**config.mk**
```make
export PLATFORM = sky130hd
export DESIGN_NAME = slp_power_ctrl
export DESIGN_NICKNAME = d
export VERILOG_FILES = /design/src/rtl/slp_pkg.sv /design/src/rtl/slp_uart_wake.sv /design/src/rtl/slp_power_ctrl.sv
export VERILOG_INCLUDE_DIRS = /design/src /design/src/rtl
export SDC_FILE = /design/constraint.sdc
export NUM_CORES = 1
export LEC_CHECK = 0
export BUFFER_PORTS_ARGS = -buffer_cell sky130_fd_sc_hd__buf_2
export CAP_MARGIN = 20
export CELL_PAD_IN_SITES_DETAIL_PLACEMENT = 0
export CELL_PAD_IN_SITES_GLOBAL_PLACEMENT = 1
export CORE_MARGIN = 10
export CORE_UTILIZATION = 40
export CTS_CLUSTER_SIZE = 40
export DETAILED_ROUTE_END_ITERATION = 7
export GPL_TIMING_DRIVEN = 1
export PLACE_DENSITY = 0.65
export SYNTH_ARGS = -nofsm -noshare
export SYNTH_HDL_FRONTEND = slang
export SYNTH_SLANG_ARGS = --single-unit
export TNS_END_PERCENT = 20
```
**constraint.sdc**
```tcl
create_clock -name clk -period 5.77 [get_ports clk]
set_clock_uncertainty 0.2 [all_clocks]
set_input_delay 0.577 -clock clk [delete_from_list [all_inputs] [get_ports clk]]
set_output_delay 0.577 -clock clk [all_outputs]
set_load 0.005 [all_outputs]
```
**src/rtl/slp_defs.svh**
```systemverilog
`ifndef SLP_DEFS_SVH
`define SLP_DEFS_SVH
// Overview of operation
// Always-on core never gated, forces ignored.
// Other domains obey force-up/force-down over state; hibernation and core-off gating still override force-up here.
// Domains gated per main state table.
// Digital core off powers off inner domains.
// Each SRAM bank has its own gate.
// Software forces memories on when retaining.
// System reset starts in digital-active mode.
// Light-sleep stops clocks, stalls CPUs, keeps coprocessor.
// Deep-sleep drops digital core, keeps retention words.
// Hibernation also drops peripherals and memories.
// One-hot bitmap enables each wake source.
// Wake sources allowed per sleep mode.
// Single pad wake by select and level.
// Multi pad wake: any high or all low.
// Deep-sleep GPIO wake uses always-on pads only.
// Any SDIO command wakes.
// UART wakes at threshold plus two edges.
// Readable 48-bit timer on slow clock.
// Only power-up reset clears the timer.
// Vector select 0 boots from slow memory.
// Vector select 1 checks CRC, jumps to entry.
// Software stores CRC and entry before sleep.
// Three-state machine: sleep request, wake return.

// ==================== Register offsets
`define SLP_REG_CTRL      8'h00
`define SLP_REG_FORCE_UP  8'h04
`define SLP_REG_FORCE_DN  8'h08
`define SLP_REG_SRAM_OFF  8'h0C
`define SLP_REG_WAKE_EN   8'h10
`define SLP_REG_PAD_CFG   8'h14
`define SLP_REG_MULTI_MAP 8'h18
`define SLP_REG_TIMER_LO  8'h1C
`define SLP_REG_TIMER_HI  8'h20
`define SLP_REG_ALARM_LO  8'h24
`define SLP_REG_ALARM_HI  8'h28
`define SLP_REG_UART_THR  8'h2C
`define SLP_REG_VEC_SEL   8'h30
`define SLP_REG_STATUS    8'h34
`define SLP_REG_RET_BASE  8'h40
`define SLP_REG_RET_LAST  8'h5C

// ==================== Field positions
`define SLP_CTRL_SLEEP    0
`define SLP_CTRL_MODE_LO  1
`define SLP_CTRL_LP_GO    3
`define SLP_CTRL_DIG_GO   4
`define SLP_PAD_SEL_HI    4
`define SLP_PAD_LV        5
`define SLP_MULTI_LV      6

// ==================== Domain indices
`define SLP_D_PERIPH 0
`define SLP_D_SLOW   1
`define SLP_D_FAST   2
`define SLP_D_DIG    3
`define SLP_D_WLAN   4
`define SLP_D_ROM    5
`define SLP_D_SRAM   6
`define SLP_D_XTAL   7
`define SLP_D_PLL    8
`define SLP_D_OSC8M  9
`define SLP_D_RADIO  10

// ==================== Wake bits and masks
`define SLP_W_SINGLE 0
`define SLP_W_MULTI  1
`define SLP_W_GPIO   2
`define SLP_W_TIMER  3
`define SLP_W_SDIO   4
`define SLP_W_WLAN   5
`define SLP_W_UART0  6
`define SLP_W_TOUCH  8
`define SLP_W_COPROC 9
`define SLP_W_RADIO  10
`define SLP_MASK_LIGHT 11'h7FF
`define SLP_MASK_DEEP  11'h30F
`define SLP_MASK_HIB   11'h00A

// ==================== Reset values and constants
`define SLP_ALARM_RST   48'hFFFF_FFFF_FFFF
`define SLP_UART_THR_RST 10'h000
`define SLP_VEC_SEL_RST 2'h3
`define SLP_VEC_SLOW    32'h5000_0000
`define SLP_VEC_ROM     32'h4000_0400
`define SLP_UART_EXTRA  12'h002
`endif

```
**src/rtl/slp_pkg.sv**
```systemverilog
package slp_pkg;
   typedef enum logic [1:0] {ST_DIG_ACTIVE, ST_LP_ACTIVE, ST_LP_SLEEP} slp_state_e;
   typedef enum logic [1:0] {MODE_LIGHT, MODE_DEEP, MODE_HIBERNATE} slp_mode_e;
endpackage

```
**src/rtl/slp_uart_wake.sv**
```systemverilog
`timescale 1ns/1ps
`default_nettype none
`include "slp_defs.svh"
module slp_uart_wake (
   // Clock and reset
   input  wire logic       clk,
   input  wire logic       rst_n,
   // Control
   input  wire logic       arm,
   input  wire logic [9:0] thresh,
   // Receive line, already synchronised
   input  wire logic       rxd,
   // Result
   output logic            wake_q
);
   logic        rxd_prev_q;
   logic [11:0] edges_q;

   always_ff @(posedge clk or negedge rst_n) begin
      if (!rst_n) begin
         rxd_prev_q <= 1'b0;
      end else begin
         rxd_prev_q <= rxd;
      end
   end

   // Saturating count so a noisy line cannot wrap back below threshold
   always_ff @(posedge clk or negedge rst_n) begin
      if (!rst_n) begin
         edges_q <= 12'h000;
      end else if (!arm) begin
         edges_q <= 12'h000;
      end else if (rxd && !rxd_prev_q && edges_q != 12'hFFF) begin
         edges_q <= edges_q + 12'h001;
      end
   end

   always_ff @(posedge clk or negedge rst_n) begin
      if (!rst_n) begin
         wake_q <= 1'b0;
      end else begin
         wake_q <= arm && (edges_q >= {2'b00, thresh} + `SLP_UART_EXTRA);
      end
   end
endmodule
`default_nettype wire

```
**src/rtl/slp_power_ctrl.sv**
```systemverilog
// Chosen here: the plain strobed port and the register addresses.
`timescale 1ns/1ps
`default_nettype none
`include "slp_defs.svh"
module slp_power_ctrl import slp_pkg::*; #(
   parameter int NUM_SRAM_BANKS = 3
) (
   // Clock and power-up reset
   input  wire logic                      clk,
   input  wire logic                      rst_n,
   // Register port
   input  wire logic [7:0]                reg_addr,
   input  wire logic [31:0]               reg_wdata,
   input  wire logic                      reg_wr,
   input  wire logic                      reg_rd,
   output logic      [31:0]               reg_rdata,
   // System reset request and slow clock pins
   input  wire logic                      sys_rst_req,
   input  wire logic                      slow_clk_in,
   // Wake sources
   input  wire logic [17:0]               rtc_pad,
   input  wire logic                      gpio_dig_wake,
   input  wire logic                      gpio_rtc_wake,
   input  wire logic                      sdio_cmd,
   input  wire logic                      wlan_wake,
   input  wire logic [1:0]                uart_rxd,
   input  wire logic                      touch_wake,
   input  wire logic                      coproc_wake,
   input  wire logic                      radio_wake,
   // Boot CRC result from the boot code
   input  wire logic                      crc_done,
   input  wire logic [31:0]               crc_value,
   // Power and clock controls
   output logic                           aon_pwr_en,
   output logic      [10:0]               domain_pwr_en,
   output logic      [NUM_SRAM_BANKS-1:0] sram_bank_en,
   output logic                           cpu_stall,
   output logic                           dig_clk_en,
   output logic      [1:0]                main_state,
   // Boot
   output logic      [31:0]               main_boot_vec,
   output logic      [31:0]               second_boot_vec,
   output logic      [1:0]                crc_check_req
);
   // ==================== Input synchronisers
   localparam int SW = 29;
   logic [SW-1:0] sync1_q, sync2_q;
   logic          s_rst, s_slow, s_gdig, s_grtc, s_sdio, s_wlan;
   logic          s_touch, s_cop, s_radio, slow_prev_q, sdio_prev_q;
   logic [17:0]   s_pad;
   logic [1:0]    s_rxd;

   always_ff @(posedge clk or negedge rst_n) begin
      if (!rst_n) begin
         sync1_q <= '0;
         sync2_q <= '0;
      end else begin
         sync1_q <= {sys_rst_req, slow_clk_in, rtc_pad, gpio_dig_wake, gpio_rtc_wake,
                     sdio_cmd, wlan_wake, uart_rxd, touch_wake, coproc_wake, radio_wake};
         sync2_q <= sync1_q;
      end
   end
   assign {s_rst, s_slow, s_pad, s_gdig, s_grtc, s_sdio, s_wlan, s_rxd,
           s_touch, s_cop, s_radio} = sync2_q;

   always_ff @(posedge clk or negedge rst_n) begin
      if (!rst_n) begin
         slow_prev_q <= 1'b0;
         sdio_prev_q <= 1'b0;
      end else begin
         slow_prev_q <= s_slow;
         sdio_prev_q <= s_sdio;
      end
   end

   // ==================== Register decode
   slp_state_e  state_q;
   slp_mode_e   mode_q;
   logic [10:0] force_up_q, force_dn_q, wake_en_q, cause_q;
   logic [NUM_SRAM_BANKS-1:0] sram_off_q;
   logic [4:0]  pad_sel_q;
   logic        pad_lv_q, multi_lv_q;
   logic [17:0] multi_map_q;
   logic [47:0] timer_q, alarm_q;
   logic [15:0] tim_hi_snap_q;
   logic [9:0]  uart_thr_q;
   logic [1:0]  vec_sel_q;
   logic [31:0] ret_q [0:7];
   logic        slow_rise, wr_ctrl, sleep_go, wake_evt, wake_exit;
   logic [10:0] wake_raw, wake_ok;
   logic [1:0]  uart_wake;

   function automatic logic hit(input logic [7:0] a, input logic [7:0] off);
      return a == off;
   endfunction

   function automatic logic [10:0] mode_mask(input slp_mode_e m);
      unique case (m)
         MODE_LIGHT:     return `SLP_MASK_LIGHT;
         MODE_DEEP:      return `SLP_MASK_DEEP;
         MODE_HIBERNATE: return `SLP_MASK_HIB;
         default:        return `SLP_MASK_LIGHT;
      endcase
   endfunction

   assign wr_ctrl  = reg_wr && hit(reg_addr, `SLP_REG_CTRL);
   assign sleep_go = wr_ctrl && reg_wdata[`SLP_CTRL_SLEEP];

   always_ff @(posedge clk or negedge rst_n) begin
      if (!rst_n) begin
         force_up_q  <= '0;
         force_dn_q  <= '0;
         sram_off_q  <= '0;
         wake_en_q   <= '0;
         pad_sel_q   <= '0;
         pad_lv_q    <= 1'b0;
         multi_lv_q  <= 1'b0;
         multi_map_q <= '0;
         alarm_q     <= `SLP_ALARM_RST;
         uart_thr_q  <= `SLP_UART_THR_RST;
         vec_sel_q   <= `SLP_VEC_SEL_RST;
      end else if (reg_wr) begin
         if (hit(reg_addr, `SLP_REG_FORCE_UP))  force_up_q  <= reg_wdata[10:0];
         if (hit(reg_addr, `SLP_REG_FORCE_DN))  force_dn_q  <= reg_wdata[10:0];
         if (hit(reg_addr, `SLP_REG_SRAM_OFF))  sram_off_q  <= reg_wdata[NUM_SRAM_BANKS-1:0];
         if (hit(reg_addr, `SLP_REG_WAKE_EN))   wake_en_q   <= reg_wdata[10:0];
         if (hit(reg_addr, `SLP_REG_PAD_CFG)) begin
            pad_sel_q  <= reg_wdata[`SLP_PAD_SEL_HI:0];
            pad_lv_q   <= reg_wdata[`SLP_PAD_LV];
            multi_lv_q <= reg_wdata[`SLP_MULTI_LV];
         end
         if (hit(reg_addr, `SLP_REG_MULTI_MAP)) multi_map_q    <= reg_wdata[17:0];
         if (hit(reg_addr, `SLP_REG_ALARM_LO))  alarm_q[31:0]  <= reg_wdata;
         if (hit(reg_addr, `SLP_REG_ALARM_HI))  alarm_q[47:32] <= reg_wdata[15:0];
         if (hit(reg_addr, `SLP_REG_UART_THR))  uart_thr_q     <= reg_wdata[9:0];
         if (hit(reg_addr, `SLP_REG_VEC_SEL))   vec_sel_q      <= reg_wdata[1:0];
      end
   end

   // Retention words sit on the always-on core and hold through every sleep
   always_ff @(posedge clk or negedge rst_n) begin
      if (!rst_n) begin
         for (int i = 0; i < 8; i++) ret_q[i] <= '0;
      end else if (reg_wr && reg_addr >= `SLP_REG_RET_BASE
                   && reg_addr <= `SLP_REG_RET_LAST && reg_addr[1:0] == 2'b00) begin
         ret_q[3'(reg_addr[4:2])] <= reg_wdata;
      end
   end

   // ==================== Timer
   assign slow_rise = s_slow && !slow_prev_q;

   // Only the power-up reset touches it; system reset and sleep do not
   always_ff @(posedge clk or negedge rst_n) begin
      if (!rst_n) begin
         timer_q <= '0;
      end else if (slow_rise) begin
         timer_q <= timer_q + 48'h1;
      end
   end

   // High half is frozen by a low read so a carry between reads is not seen
   always_ff @(posedge clk or negedge rst_n) begin
      if (!rst_n) begin
         tim_hi_snap_q <= '0;
      end else if (reg_rd && hit(reg_addr, `SLP_REG_TIMER_LO)) begin
         tim_hi_snap_q <= timer_q[47:32];
      end
   end

   // ==================== Wake sources
   for (genvar u = 0; u < 2; u++) begin : g_uart
      slp_uart_wake u_uart (
         .clk    (clk),
         .rst_n  (rst_n),
         .arm    (state_q == ST_LP_SLEEP),
         .thresh (uart_thr_q),
         .rxd    (s_rxd[u]),
         .wake_q (uart_wake[u])
      );
   end

   always_comb begin
      wake_raw = '0;
      wake_raw[`SLP_W_SINGLE] = pad_sel_q < 5'd18 &&
                                s_pad[pad_sel_q] == pad_lv_q;
      wake_raw[`SLP_W_MULTI]  = multi_lv_q ? |(s_pad & multi_map_q)
                                : (multi_map_q != '0 && (s_pad & multi_map_q) == '0);
      wake_raw[`SLP_W_GPIO]   = (mode_q == MODE_DEEP) ? s_grtc : (s_grtc | s_gdig);
      wake_raw[`SLP_W_TIMER]  = timer_q >= alarm_q;
      wake_raw[`SLP_W_SDIO]   = s_sdio && !sdio_prev_q;
      wake_raw[`SLP_W_WLAN]   = s_wlan;
      wake_raw[`SLP_W_UART0+:2] = uart_wake;
      wake_raw[`SLP_W_TOUCH]  = s_touch;
      wake_raw[`SLP_W_COPROC] = s_cop;
      wake_raw[`SLP_W_RADIO]  = s_radio;
   end

   assign wake_ok   = wake_raw & wake_en_q & mode_mask(mode_q);
   assign wake_evt  = state_q == ST_LP_SLEEP && wake_ok != '0;
   assign wake_exit = wake_evt && !s_rst;

   // ==================== Main state machine
   always_ff @(posedge clk or negedge rst_n) begin
      if (!rst_n) begin
         state_q <= ST_DIG_ACTIVE;
      end else if (s_rst) begin
         state_q <= ST_DIG_ACTIVE;
      end else begin
         unique case (state_q)
            ST_DIG_ACTIVE: begin
               if (sleep_go) state_q <= ST_LP_SLEEP;
               else if (wr_ctrl && reg_wdata[`SLP_CTRL_LP_GO]) state_q <= ST_LP_ACTIVE;
            end
            ST_LP_ACTIVE: begin
               if (sleep_go) state_q <= ST_LP_SLEEP;
               else if (wr_ctrl && reg_wdata[`SLP_CTRL_DIG_GO]) state_q <= ST_DIG_ACTIVE;
            end
            ST_LP_SLEEP: begin
               if (wake_evt) state_q <= ST_DIG_ACTIVE;
            end
            default: state_q <= ST_DIG_ACTIVE;
         endcase
      end
   end

   // Mode is latched only while awake so a sleep cannot change under itself
   always_ff @(posedge clk or negedge rst_n) begin
      if (!rst_n) begin
         mode_q <= MODE_LIGHT;
      end else if (sleep_go && state_q != ST_LP_SLEEP) begin
         mode_q <= slp_mode_e'(reg_wdata[`SLP_CTRL_MODE_LO+:2]);
      end
   end

   always_ff @(posedge clk or negedge rst_n) begin
      if (!rst_n) begin
         cause_q <= '0;
      end else if (wake_exit) begin
         // Wake capture beats a clearing write in the same cycle
         cause_q <= wake_ok;
      end else if (sleep_go) begin
         cause_q <= '0;
      end
   end

   // ==================== Power gating
   logic [10:0] base_pwr, pwr_d;
   logic        sleeping, hib;
   assign sleeping = state_q == ST_LP_SLEEP;
   assign hib      = sleeping && mode_q == MODE_HIBERNATE;

   always_comb begin
      base_pwr = (state_q == ST_DIG_ACTIVE) ? 11'h7FF : 11'h000;
      base_pwr[`SLP_D_PERIPH] = !sleeping;
      if (sleeping && mode_q == MODE_LIGHT) begin
         // Light sleep keeps peripherals, core, ROM and SRAM powered; slow and fast memory, clocks and radio stop
         base_pwr[`SLP_D_PERIPH] = 1'b1;
         base_pwr[`SLP_D_DIG]    = 1'b1;
         base_pwr[`SLP_D_ROM]    = 1'b1;
         base_pwr[`SLP_D_SRAM]   = 1'b1;
      end
      pwr_d = (base_pwr | force_up_q) & ~force_dn_q;
      if (hib) begin
         pwr_d[`SLP_D_PERIPH] = 1'b0;
         pwr_d[`SLP_D_SLOW]   = 1'b0;
         pwr_d[`SLP_D_FAST]   = 1'b0;
      end
      if (!pwr_d[`SLP_D_DIG]) begin
         pwr_d[`SLP_D_WLAN] = 1'b0;
         pwr_d[`SLP_D_ROM]  = 1'b0;
         pwr_d[`SLP_D_SRAM] = 1'b0;
      end
   end

   always_ff @(posedge clk or negedge rst_n) begin
      if (!rst_n) begin
         aon_pwr_en    <= 1'b1;
         domain_pwr_en <= 11'h7FF;
         sram_bank_en  <= '1;
         cpu_stall     <= 1'b0;
         dig_clk_en    <= 1'b1;
         main_state    <= 2'h0;
      end else begin
         aon_pwr_en    <= 1'b1;
         domain_pwr_en <= pwr_d;
         sram_bank_en  <= {NUM_SRAM_BANKS{pwr_d[`SLP_D_SRAM]}} & ~sram_off_q;
         cpu_stall     <= state_q != ST_DIG_ACTIVE;
         dig_clk_en    <= state_q == ST_DIG_ACTIVE;
         main_state    <= state_q;
      end
   end

   // ==================== Boot vectors
   always_ff @(posedge clk or negedge rst_n) begin
      if (!rst_n) begin
         main_boot_vec   <= `SLP_VEC_ROM;
         second_boot_vec <= `SLP_VEC_ROM;
         crc_check_req   <= 2'b00;
      end else if (wake_exit) begin
         main_boot_vec   <= vec_sel_q[0] ? `SLP_VEC_ROM : `SLP_VEC_SLOW;
         second_boot_vec <= vec_sel_q[1] ? `SLP_VEC_ROM : `SLP_VEC_SLOW;
         crc_check_req   <= vec_sel_q;
      end else if (crc_done) begin
         // A mismatch leaves the ROM vector, so boot falls back to flash
         if (crc_check_req[0] && crc_value == ret_q[6]) main_boot_vec <= ret_q[7];
         if (crc_check_req[1] && crc_value == ret_q[6]) second_boot_vec <= ret_q[7];
         crc_check_req <= 2'b00;
      end
   end

   // ==================== Read port
   always_ff @(posedge clk or negedge rst_n) begin
      if (!rst_n) begin
         reg_rdata <= '0;
      end else if (reg_rd) begin
         reg_rdata <= '0;
         unique case (reg_addr)
            `SLP_REG_FORCE_UP:  reg_rdata <= {21'h0, force_up_q};
            `SLP_REG_FORCE_DN:  reg_rdata <= {21'h0, force_dn_q};
            `SLP_REG_SRAM_OFF:  reg_rdata <= 32'(sram_off_q);
            `SLP_REG_WAKE_EN:   reg_rdata <= {21'h0, wake_en_q};
            `SLP_REG_PAD_CFG:   reg_rdata <= {25'h0, multi_lv_q, pad_lv_q, pad_sel_q};
            `SLP_REG_MULTI_MAP: reg_rdata <= {14'h0, multi_map_q};
            `SLP_REG_TIMER_LO:  reg_rdata <= timer_q[31:0];
            `SLP_REG_TIMER_HI:  reg_rdata <= {16'h0, tim_hi_snap_q};
            `SLP_REG_ALARM_LO:  reg_rdata <= alarm_q[31:0];
            `SLP_REG_ALARM_HI:  reg_rdata <= {16'h0, alarm_q[47:32]};
            `SLP_REG_UART_THR:  reg_rdata <= {22'h0, uart_thr_q};
            `SLP_REG_VEC_SEL:   reg_rdata <= {30'h0, vec_sel_q};
            `SLP_REG_STATUS:    reg_rdata <= {17'h0, cause_q, mode_q, state_q};
            default: begin
               if (reg_addr >= `SLP_REG_RET_BASE && reg_addr <= `SLP_REG_RET_LAST
                   && reg_addr[1:0] == 2'b00) reg_rdata <= ret_q[3'(reg_addr[4:2])];
            end
         endcase
      end
   end
endmodule
`default_nettype wire

```
# Word-level counts from Yosys, hierarchy flattened
# Index checks and enable logic that the tools add are counted.
# word_totals
mem_count	0
regBits	660
input_bits	106
rom_bits	0
mem_bits_rw	0
latchBits	0
output_inout_bits	117
elab_cells	196
# op_classes
eq_ne	27
n_div	0
muxes	42
n_lt_le_gt_ge	9
n_shift	0
add_sub_neg	4
reduce_logical	60
multipliers	0
n_bitwise	10
# op_table
op	count
$pmux W32 S13	1
$mux W32	10
$bwmux W256	1
$bmux W32 S3	1
$demux W32 S3	1
$mux W29	2
$add A48 B1 Y48 const B	1
$eq A8 B6 Y1 const B	6
$ge A48 B48 Y1	1
$mux W12	4
$and A11 B11 Y11	3
$mux W11	3
$eq A32 B32 Y1	1
$eq A8 B5 Y1 const B	4
$logic_and A1 B1 Y1	28
$add A12 B1 Y12 const B	2
$ge A12 B12 Y1	2
$ne A12 B12 Y1 const B	2
$reduce_and A2 Y1	12
$pmux W11 S2	1
$and A18 B18 Y18	1
$logic_not A18 Y1	1
$mux W2	9
$reduce_bool A18 Y1	1
other kinds (33)	54

# Longest topological paths before layout
# Gate-level depths: netlist (run 1).
# logic_depth
ltp_word	11
depth_mapped	13
depth_no_buf	10

# Modules after synthesis
# From an unflattened synthesis (run 1), not the netlist that was laid out.
# hier_totals
cells_unflattened	2323
area_unflattened_um2	30610.6
# modules_own_cells
mod	area_each_um2	n_inst	cells_each	seq_area_each_um2
slp_power_ctrl	28381.0	1	2093	15901.5
slp_uart_wake	1114.8	2	115	350.3

# Worst setup path before layout (run 1)
# No wires, ideal clock.
# synth_timing
path_type	reg-to-reg
from	register pad_sel_q[1]
to	register crc_check_req[0]
path_stages_with_launch	12
n_path_buf	3
path_slack_ns	2.452
arrival_time_ns	2.997
synth_period_minus_slack_ns	3.318
path_cell_list	dfrtp_1 > buf_2 > mux4_2 > mux4_2 > o21ai_1 > xnor2_1 > nor4b_2 > or4b_4 > and2_1 > buf_4 > buf_6 > a22o_1
# synth_via
elab_chain_cells	10
# synth_lines
element	line_no	source
start: declaration	slp_power_ctrl.sv:81	logic [4:0] pad_sel_q;
start signal: assignment	slp_power_ctrl.sv:128	pad_sel_q <= reg_wdata[`SLP_PAD_SEL_HI:0];
$bmux W1 S5	slp_power_ctrl.sv:186	s_pad[pad_sel_q] == pad_lv_q;
$mux W1 (implied by the code)	slp_power_ctrl.sv:186	
$eq A1 B1 Y1	slp_power_ctrl.sv:186	
$logic_and A1 B1 Y1 (*)	slp_power_ctrl.sv:185	wake_raw[`SLP_W_SINGLE] = pad_sel_q < 5'd18 &&
$and A11 B11 Y11 (*) (2 in series)	slp_power_ctrl.sv:199	assign wake_ok = wake_raw & wake_en_q & mode_mask(mode_q);
$reduce_bool A11 Y1 (*)	slp_power_ctrl.sv:200	assign wake_evt = state_q == ST_LP_SLEEP && wake_ok != '0;
$logic_and A1 B1 Y1 (*)	slp_power_ctrl.sv:200	
$logic_and A1 B1 Y1 (*)	slp_power_ctrl.sv:201	assign wake_exit = wake_evt && !s_rst;
$mux W2 or $reduce_bool A2 Y1 (tied branches)	--	
end signal: assignment	slp_power_ctrl.sv:303	crc_check_req <= vec_sel_q;
end: declaration	slp_power_ctrl.sv:43	output logic [1:0] crc_check_req
# Every way passes the cells marked *; elsewhere a longest branch is shown, timed or not. The select of a mux whose other input is x is not followed.
# A chain may end at the register's enable or synchronous reset.

# Worst setup path after layout (run 1)
# layout_timing
from	register alarm_q[30]
to	register main_boot_vec[22]
# layout_via
elab_chain_cells	8
# layout_lines
element	line_no	source
start: declaration	slp_power_ctrl.sv:84	logic [47:0] timer_q, alarm_q;
start signal: assignment	slp_power_ctrl.sv:119	alarm_q <= `SLP_ALARM_RST;
start signal: assignment	slp_power_ctrl.sv:133	if (hit(reg_addr, `SLP_REG_ALARM_LO)) alarm_q[31:0] <= reg_wdata;
$ge A48 B48 Y1 (*)	slp_power_ctrl.sv:190	wake_raw[`SLP_W_TIMER] = timer_q >= alarm_q;
$and A11 B11 Y11 (*) (2 in series)	slp_power_ctrl.sv:199	
$reduce_bool A11 Y1 (*)	slp_power_ctrl.sv:200	
$logic_and A1 B1 Y1 (*)	slp_power_ctrl.sv:200	
$logic_and A1 B1 Y1 (*)	slp_power_ctrl.sv:201	
$reduce_bool A2 Y1 (no line)	--	
$reduce_and A2 Y1 (no line)	--	
end signal: assignment	slp_power_ctrl.sv:297	main_boot_vec <= `SLP_VEC_ROM;
end signal: assignment	slp_power_ctrl.sv:301	main_boot_vec <= vec_sel_q[0] ? `SLP_VEC_ROM : `SLP_VEC_SLOW;
end signal: assignment	slp_power_ctrl.sv:306	if (crc_check_req[0] && crc_value == ret_q[6]) main_boot_vec <= ret_q[7];
end: declaration	slp_power_ctrl.sv:41	output logic [31:0] main_boot_vec,
# Every way passes the cells marked *; elsewhere a longest branch is shown, timed or not.

==> results_dict.tcl, run 1 <==
set metrics [dict create \
    outcome "completed" \
    worst_ep_required_time_ps 6070 \
    insertion_delay_ps 630 \
    cts.clk_slew.worst_paths_ps 60 \
    vias 19900 \
    start_util 0.404 \
    p_leak_uw 0.0170 \
    r2r_start "alarm_q[30]" \
    crit_slowest_cell "and2_2" \
    crit_chain "inv_1 > ha_1 > nand4_1 > nor4_1 > nand2_1 > or2_2 > o22ai_1 > or4b_4 > and2_2 > buf_4 > nor2_1" \
    post_synth_instance_area_um2 30100 \
    hp-class "primary input to flip-flop" \
    yosysMostFrequentCell "dfrtp_1" \
    drc 0 \
    hpwl_mm 64.2 \
    wl_per_cell_um 25.6 \
    synth_top_area_cell "dfrtp_1" \
    p_switching_uw 2570 \
    synth_mux_area_frac 0.235 \
    synthDominantCellAreaShare 0.491 \
    vdd_drop_max_uv 185 \
    post_cts_buffers 0 \
    yosys_warnings 0 \
    nFillCells 6717 \
    dieHeight_um 294 \
    seq_area_frac_synth 0.552 \
    cp_data_arrival_time_ps 4530 \
    slowest_delay_ps 740 \
    drive_above_1_share 0.369 \
    cts-root-buf "clkbuf_16" \
    grt_usage 0.210 \
    slew_headroom 0.307 \
    antenna_found_initial 11 \
    min_from "reg_wdata[28]" \
    setup_violations 0 \
    stdcell_count 3544 \
    area_delta_synth_final_pct 17.0 \
    final.setup.tns_ps 0 \
    maxCapViolations 0 \
    die_x_um 294 \
    synth_commonest_cells "dfrtp_1, mux2_2, nor2_1, nand2_1, clkbuf_1" \
    synthXorXnorAreaFrac 0.0308 \
    final_nets 2698 \
    via_per_inst 5.61 \
    synth_compound_area_frac 0.0576 \
    critical_path_class "flip-flop to flip-flop" \
    startpoint_type "flip-flop" \
    period_needed_ps 4230 \
    grt_pass1_vias 21000 \
    routed_wl_mm 90.8 \
    rsz0062_at_grt "no" \
    htreeDepth 3 \
    period_share 0.733 \
    yosysUniqueCellTypes 56 \
    finalHoldViolations 0 \
    clock_sinks 660 \
    dp_cells 3376 \
    cp-end-kind "flip-flop" \
    grt_pass1_wl_mm 138 \
    synthesis.instances 2270 \
    p_per_area_nw_per_um2 308 \
    crit_family "simple AND/OR/NAND/NOR gates" \
    yosys-top-cells-area "dfrtp_1, mux2_2, dfstp_2" \
    rows 100 \
    ant_nets 0 \
    critPathBufInv 2 \
    syn-num-nets 2453 \
    globalplace.congestion 0.898 \
    drt_iter0_drc 1531 \
    cts_buffer_depth 3 \
    grt_max_degree 179 \
    dieArea_um2 86600 \
    overflow 0 \
    synthAdderAreaFrac 0.0320 \
    p_clk_frac 0.466 \
    core_um2 74600 \
    combPwrFrac 0.070 \
    first_pass_iters 5 \
    startpoint "alarm_q[30]" \
    portBuffers 221 \
    cts-buffers-inserted 76 \
    clock.fmax_mhz 236 \
    ys.flop_type "dfrtp_1" \
    yosys_register_bits 660 \
    synthSimpleGateAreaFrac 0.0674 \
    syn_area_per_cell_um2 13.3 \
    tightest_slew_ps 1030 \
    async_flop_share 1.00 \
    power.share.sequential 0.464 \
    power.internal_uw 8260 \
    crit_fanout 40 \
    ios 223 \
    cts_tree "built" \
    switching_share 0.237 \
    multi_input_area_um2 12800 \
    synth_top_family_by_area "multiplexers" \
    synth_enable_flop_cells 0 \
    seqCellArea_um2 16600 \
    final_max_slew_viol_count 0 \
]
-- worst paths after layout --
kind                                                    end  slack, ps  cells after the start
worst max register to register            main_boot_vec[22]       1540                     11
worst min-delay path                              ret_q[92]        130                      2
max in group asynchronous                        ret_q[183]       3600                      3
worst max-delay path                      main_boot_vec[22]       1540                     11
worst min register to register                  sync2_q[19]        140                      0
min in group asynchronous       g_uart[0].u_uart.edges_q[0]        290                      2
-- stage by stage --
stage	hold slack (ps)	worst slack, ps	instance area, um^2	util	total power [uW]
floorplan	81.4	2450	30100	-	5430
global placement	135	1730	32300	0.433	5820
detailed placement	135	1530	32300	0.433	5850
CTS	109	1520	35200	0.472	11000
global route	136	1280	35200	0.472	11200
finish	131	1540	35200	0.472	10800
-- timing repair --
| action | CTS | global route |
|---|---|---|
| endpoints found under the hold margin | 89 | 0 |
| hold buffers | 30 | 0 |
| resized for setup | 0 | 0 |
-- registers in the layout (all words and copies together) (netlist names), 11 cells and up --
name	cells
sync1_q	29
multi_map_q	18
g_uart.u_uart.edges_q	24
second_boot_vec	32
sync2_q	29
force_dn_q	11
reg_rdata	32
force_up_q	11
timer_q	48
wake_en_q	11
tim_hi_snap_q	16
main_boot_vec	32
cause_q	11
domain_pwr_en	11
ret_q	256
alarm_q	48
-- power by group through the flow --
stage / registers [uW] / clock network [uW] / logic (uW)
6_report: 5020 / 5050 / 757
5_1_grt: 5040 / 5360 / 833
4_1_cts: 5020 / 5170 / 767
3_5_place_dp: 5100 / 0 / 748
3_3_place_gp: 5090 / 0 / 730
2_1_floorplan: 5020 / 0 / 413
-- per-layer routing --
metal,routed length [um],share of wire,global-route usage,up-vias
met3,5440,0.060,0.0436,125
met1,41100,0.45,0.292,10500
met2,42000,0.46,0.328,519
met4,2170,0.024,0.0577,6
met5,43,0.00047,0,-
li1,-,-,-,8745
-- layout make-up --
class | count | area share
clock buffers | 109 | 0.0633
flip-flops and latches | 660 | 0.472
diodes | 2 | 0.000142
clock inverters | 27 | 0.0109
inverters | 64 | 0.00682
multi-input cells | 1425 | 0.363
repair buffers | 288 | 0.0493
well taps | 969 | 0.0344
-- cell families (layout without fill, tap and decap cells) --
logic type | Yosys count | count (layout)
simple gates | 434 | 434
flops | 660 | 660
compound gates | 238 | 238
mux | 569 | 569
other cells | 1 | 3
fa+ha+maj | 77 | 77
xor+xnor | 106 | 106
buf+inv | 185 | 488
-- placed cells by master (no fill, tap or decap), drive strengths merged, types with 14 or more instances in the layout --
master       Yosys  layout
a21oi           48      48
a221oi          25      25
a222oi          22      22
a22o            22      22
a22oi           31      31
and3            16      16
buf             26     258
clkbuf          95     109
clkinv           0      14
dfrtp          591     591
dfstp           69      69
dlygate4sd3      0      30
ha              77      77
inv             64      67
mux2           414     414
mux2i           86      86
mux4            69      69
nand2           96      96
nand3           41      41
nand4           34      34
nor2           170     170
nor3            14      14
o21ai           30      30
xnor2           69      69
xor2            37      37
(Power assumes the default switching activity.)
==> run 2: changes to the inputs <==
--- a/config.mk
+++ b/config.mk
@@ -6,6 +6,7 @@
 export SDC_FILE = /design/constraint.sdc
 export NUM_CORES = 1
 export LEC_CHECK = 0
+export ABC_AREA = 1
 export BUFFER_PORTS_ARGS = -buffer_cell sky130_fd_sc_hd__buf_2
 export CAP_MARGIN = 20
 export CELL_PAD_IN_SITES_DETAIL_PLACEMENT = 0
@@ -15,7 +16,7 @@
 export CTS_CLUSTER_SIZE = 40
 export DETAILED_ROUTE_END_ITERATION = 7
 export GPL_TIMING_DRIVEN = 1
-export PLACE_DENSITY = 0.65
+export PLACE_DENSITY = 0.69
 export SYNTH_ARGS = -nofsm -noshare
 export SYNTH_HDL_FRONTEND = slang
 export SYNTH_SLANG_ARGS = --single-unit
==> constraint.sdc (replaced) <==
create_clock -name clk -period 4.3 [get_ports clk]
set_clock_uncertainty 0.2 [all_clocks]
set_input_delay 0.43 -clock clk [delete_from_list [all_inputs] [get_ports clk]]
set_output_delay 0.43 -clock clk [all_outputs]
set_load 0.005 [all_outputs]
==> results_dict.tcl, run 2 <==
set metrics [dict create \
    outcome "completed" \
    vias 24800 \
    maxCapViolations 0 \
    nFillCells 7137 \
    die_x_um 293 \
    core_um2 74200 \
    yosysMostFrequentCell "nand2_1" \
    final.setup.tns_ps 0 \
    worst_ep_required_time_ps 4580 \
    reg_top3 "ret_q: 256 flops, alarm_q: 48 flops, timer_q: 48 flops" \
    p_per_area_nw_per_um2 421 \
    hold_slack_ps 54.7 \
    power_uw 14700 \
    post_synth_instance_area_um2 29900 \
    finalHoldViolations 0 \
    hp-class "primary input to flip-flop" \
    cts_tree "built" \
    cp_data_arrival_time_ps 3890 \
    antenna_found_initial 3 \
    routed_wl_mm 101 \
    synthDominantCellAreaShare 0.495 \
    stdcell_count 4583 \
    synth_top_family_by_area "simple AND/OR/NAND/NOR gates" \
    synth_mux_area_frac 0.000377 \
    hpwl_mm 72.3 \
    cts_resized 0 \
    syn_area_per_cell_um2 8.95 \
    yosys_warnings 0 \
    yosys_register_bits 660 \
    portBuffers 221 \
    ys.flop_type "dfrtp_1" \
    dp_cells 4409 \
    final_max_slew_viol_count 0 \
    largest_reg_flops 256 \
    ant_nets 0 \
    area_delta_synth_final_pct 17.0 \
    wl_per_cell_um 22.1 \
    largest_register "ret_q" \
    cts-root-buf "clkbuf_16" \
    grt_pass1_wl_mm 155 \
    startpoint_type "flip-flop" \
    vdd_drop_max_uv 282 \
    grt_max_degree 107 \
    synth_top_area_cell "dfrtp_1" \
    crit_fanout 55 \
    seq_area_frac_synth 0.556 \
    holdBufCountCts 34 \
    synthXorXnorAreaFrac 0.0240 \
    p_leak_uw 0.0163 \
    period_share 0.839 \
    slew_headroom 0.331 \
    globalplace.congestion 0.938 \
    rows 100 \
    synthesis.instances 3338 \
    cts_buffer_depth 3 \
    synthAdderAreaFrac 0.0322 \
    synth_commonest_cells "nand2_1, dfrtp_1, o21ai_0, inv_1, nand3_1" \
    first_pass_iters 6 \
    yosys-top-cells-area "dfrtp_1, nand2_1, o21ai_0" \
    mostFrequentLayoutCell "nand2_1" \
    critical_path_class "flip-flop to flip-flop" \
    cts.clk_slew.worst_paths_ps 60 \
    clock_sinks 660 \
    drc 0 \
    synthSimpleGateAreaFrac 0.170 \
    grt_usage 0.234 \
    post_cts_buffers 0 \
    drt_iter0_drc 2115 \
    yosysUniqueCellTypes 58 \
    start_util 0.403 \
    period_needed_ps 3610 \
    syn-num-nets 3521 \
    final_cell_mix "nand2_1, dfrtp_1, o21ai_0, inv_1, buf_2" \
    fin_util 0.471 \
    overflow 0 \
    final_nets 3734 \
    synth_compound_area_frac 0.157 \
    insertion_delay_ps 630 \
    clock.fmax_mhz 277 \
    dieArea_um2 86000 \
    tightest_slew_ps 1000 \
    grt_pass1_vias 24700 \
    async_flop_share 1.00 \
    setup_violations 0 \
    ios 223 \
    rsz0062_at_grt "no" \
    cp-end-kind "flip-flop" \
    cts-buffers-inserted 75 \
    drive_above_1_share 0.141 \
    htreeDepth 3 \
    via_per_inst 5.42 \
    dieHeight_um 293 \
    synth_enable_flop_cells 0 \
]
[run 2: cell count changes in the layout (fill, tap and decap cells not counted), moves of 41 or more]
cell	change
mux4_2	-69
o21ai_0	+520
o22ai_1	+138
mux2i_1	-86
inv_1	+220
nand3_1	+131
nand2_1	+650
xor2_1	+41
xnor2_1	-65
mux2_2	-413
[run 2: routing by layer]
layer / global-route usage / wire length [um] / share of wire
met1: 0.309 / 44300 / 0.44
met3: 0.0343 / 5030 / 0.050
met4: 0.0657 / 2600 / 0.026
met2: 0.395 / 49500 / 0.49
met5: 0 / 0 / 0
[run 2: power breakdown]
part | internal (uW) | total [uW] | switching [uW]
combinational | 415 | 1240 | 824
sequential | 6550 | 6770 | 220
clock | 4010 | 6710 | 2700
[run 2: critical path: stages (launching register included)]
cell     delay, ps
dfstp_2        530
inv_1           50
ha_1           290
nand2_1         60
nor2_1         140
nand4_1        140
nor2_1         330
and2_1         180
nand2_1         60
nand4_1        140
nand2_1        160
nand3_1        190
nand2_4        370
buf_12         360
nand2_1        110
o21ai_0         80
[run 2: through the flow]
step,worst slack [ps],area [um^2]
finish,690,35000
global route,380,35000
CTS,714,35000
detailed placement,725,32100
global placement,795,32100
floorplan,1790,29900
[run 2: area by class of cell]
cell class	instances	area [um^2]	area share
diodes	1	2.50	0.0000716
repair buffers	311	1980	0.0565
clock buffers	112	2180	0.0623
well taps	969	1210	0.0347
clock inverters	27	390	0.0112
multi-input cells	2205	11500	0.328
flip-flops and latches	660	16600	0.475
inverters	298	1120	0.0320
[run 2: logic make-up after synthesis]
logic type / Yosys count
compound gates: 848
xor+xnor: 82
fa+ha+maj: 77
buf+inv: 473
flops: 660
mux: 1
other cells: 1
simple gates: 1196
[run 2: final timing paths]
check,cells past startpoint,slack [ps],to,from
max in group asynchronous,3,2530,ret_q[185],rst_n
worst max-delay path,15,690,main_boot_vec[29],alarm_q[31]
worst min register to register,0,140,sync2_q[7],sync1_q[7]
worst max register to register,15,690,main_boot_vec[29],alarm_q[31]
worst min-delay path,3,50,ret_q[29],reg_wdata[29]
min in group asynchronous,2,290,g_uart[1].u_uart.edges_q[9],rst_n
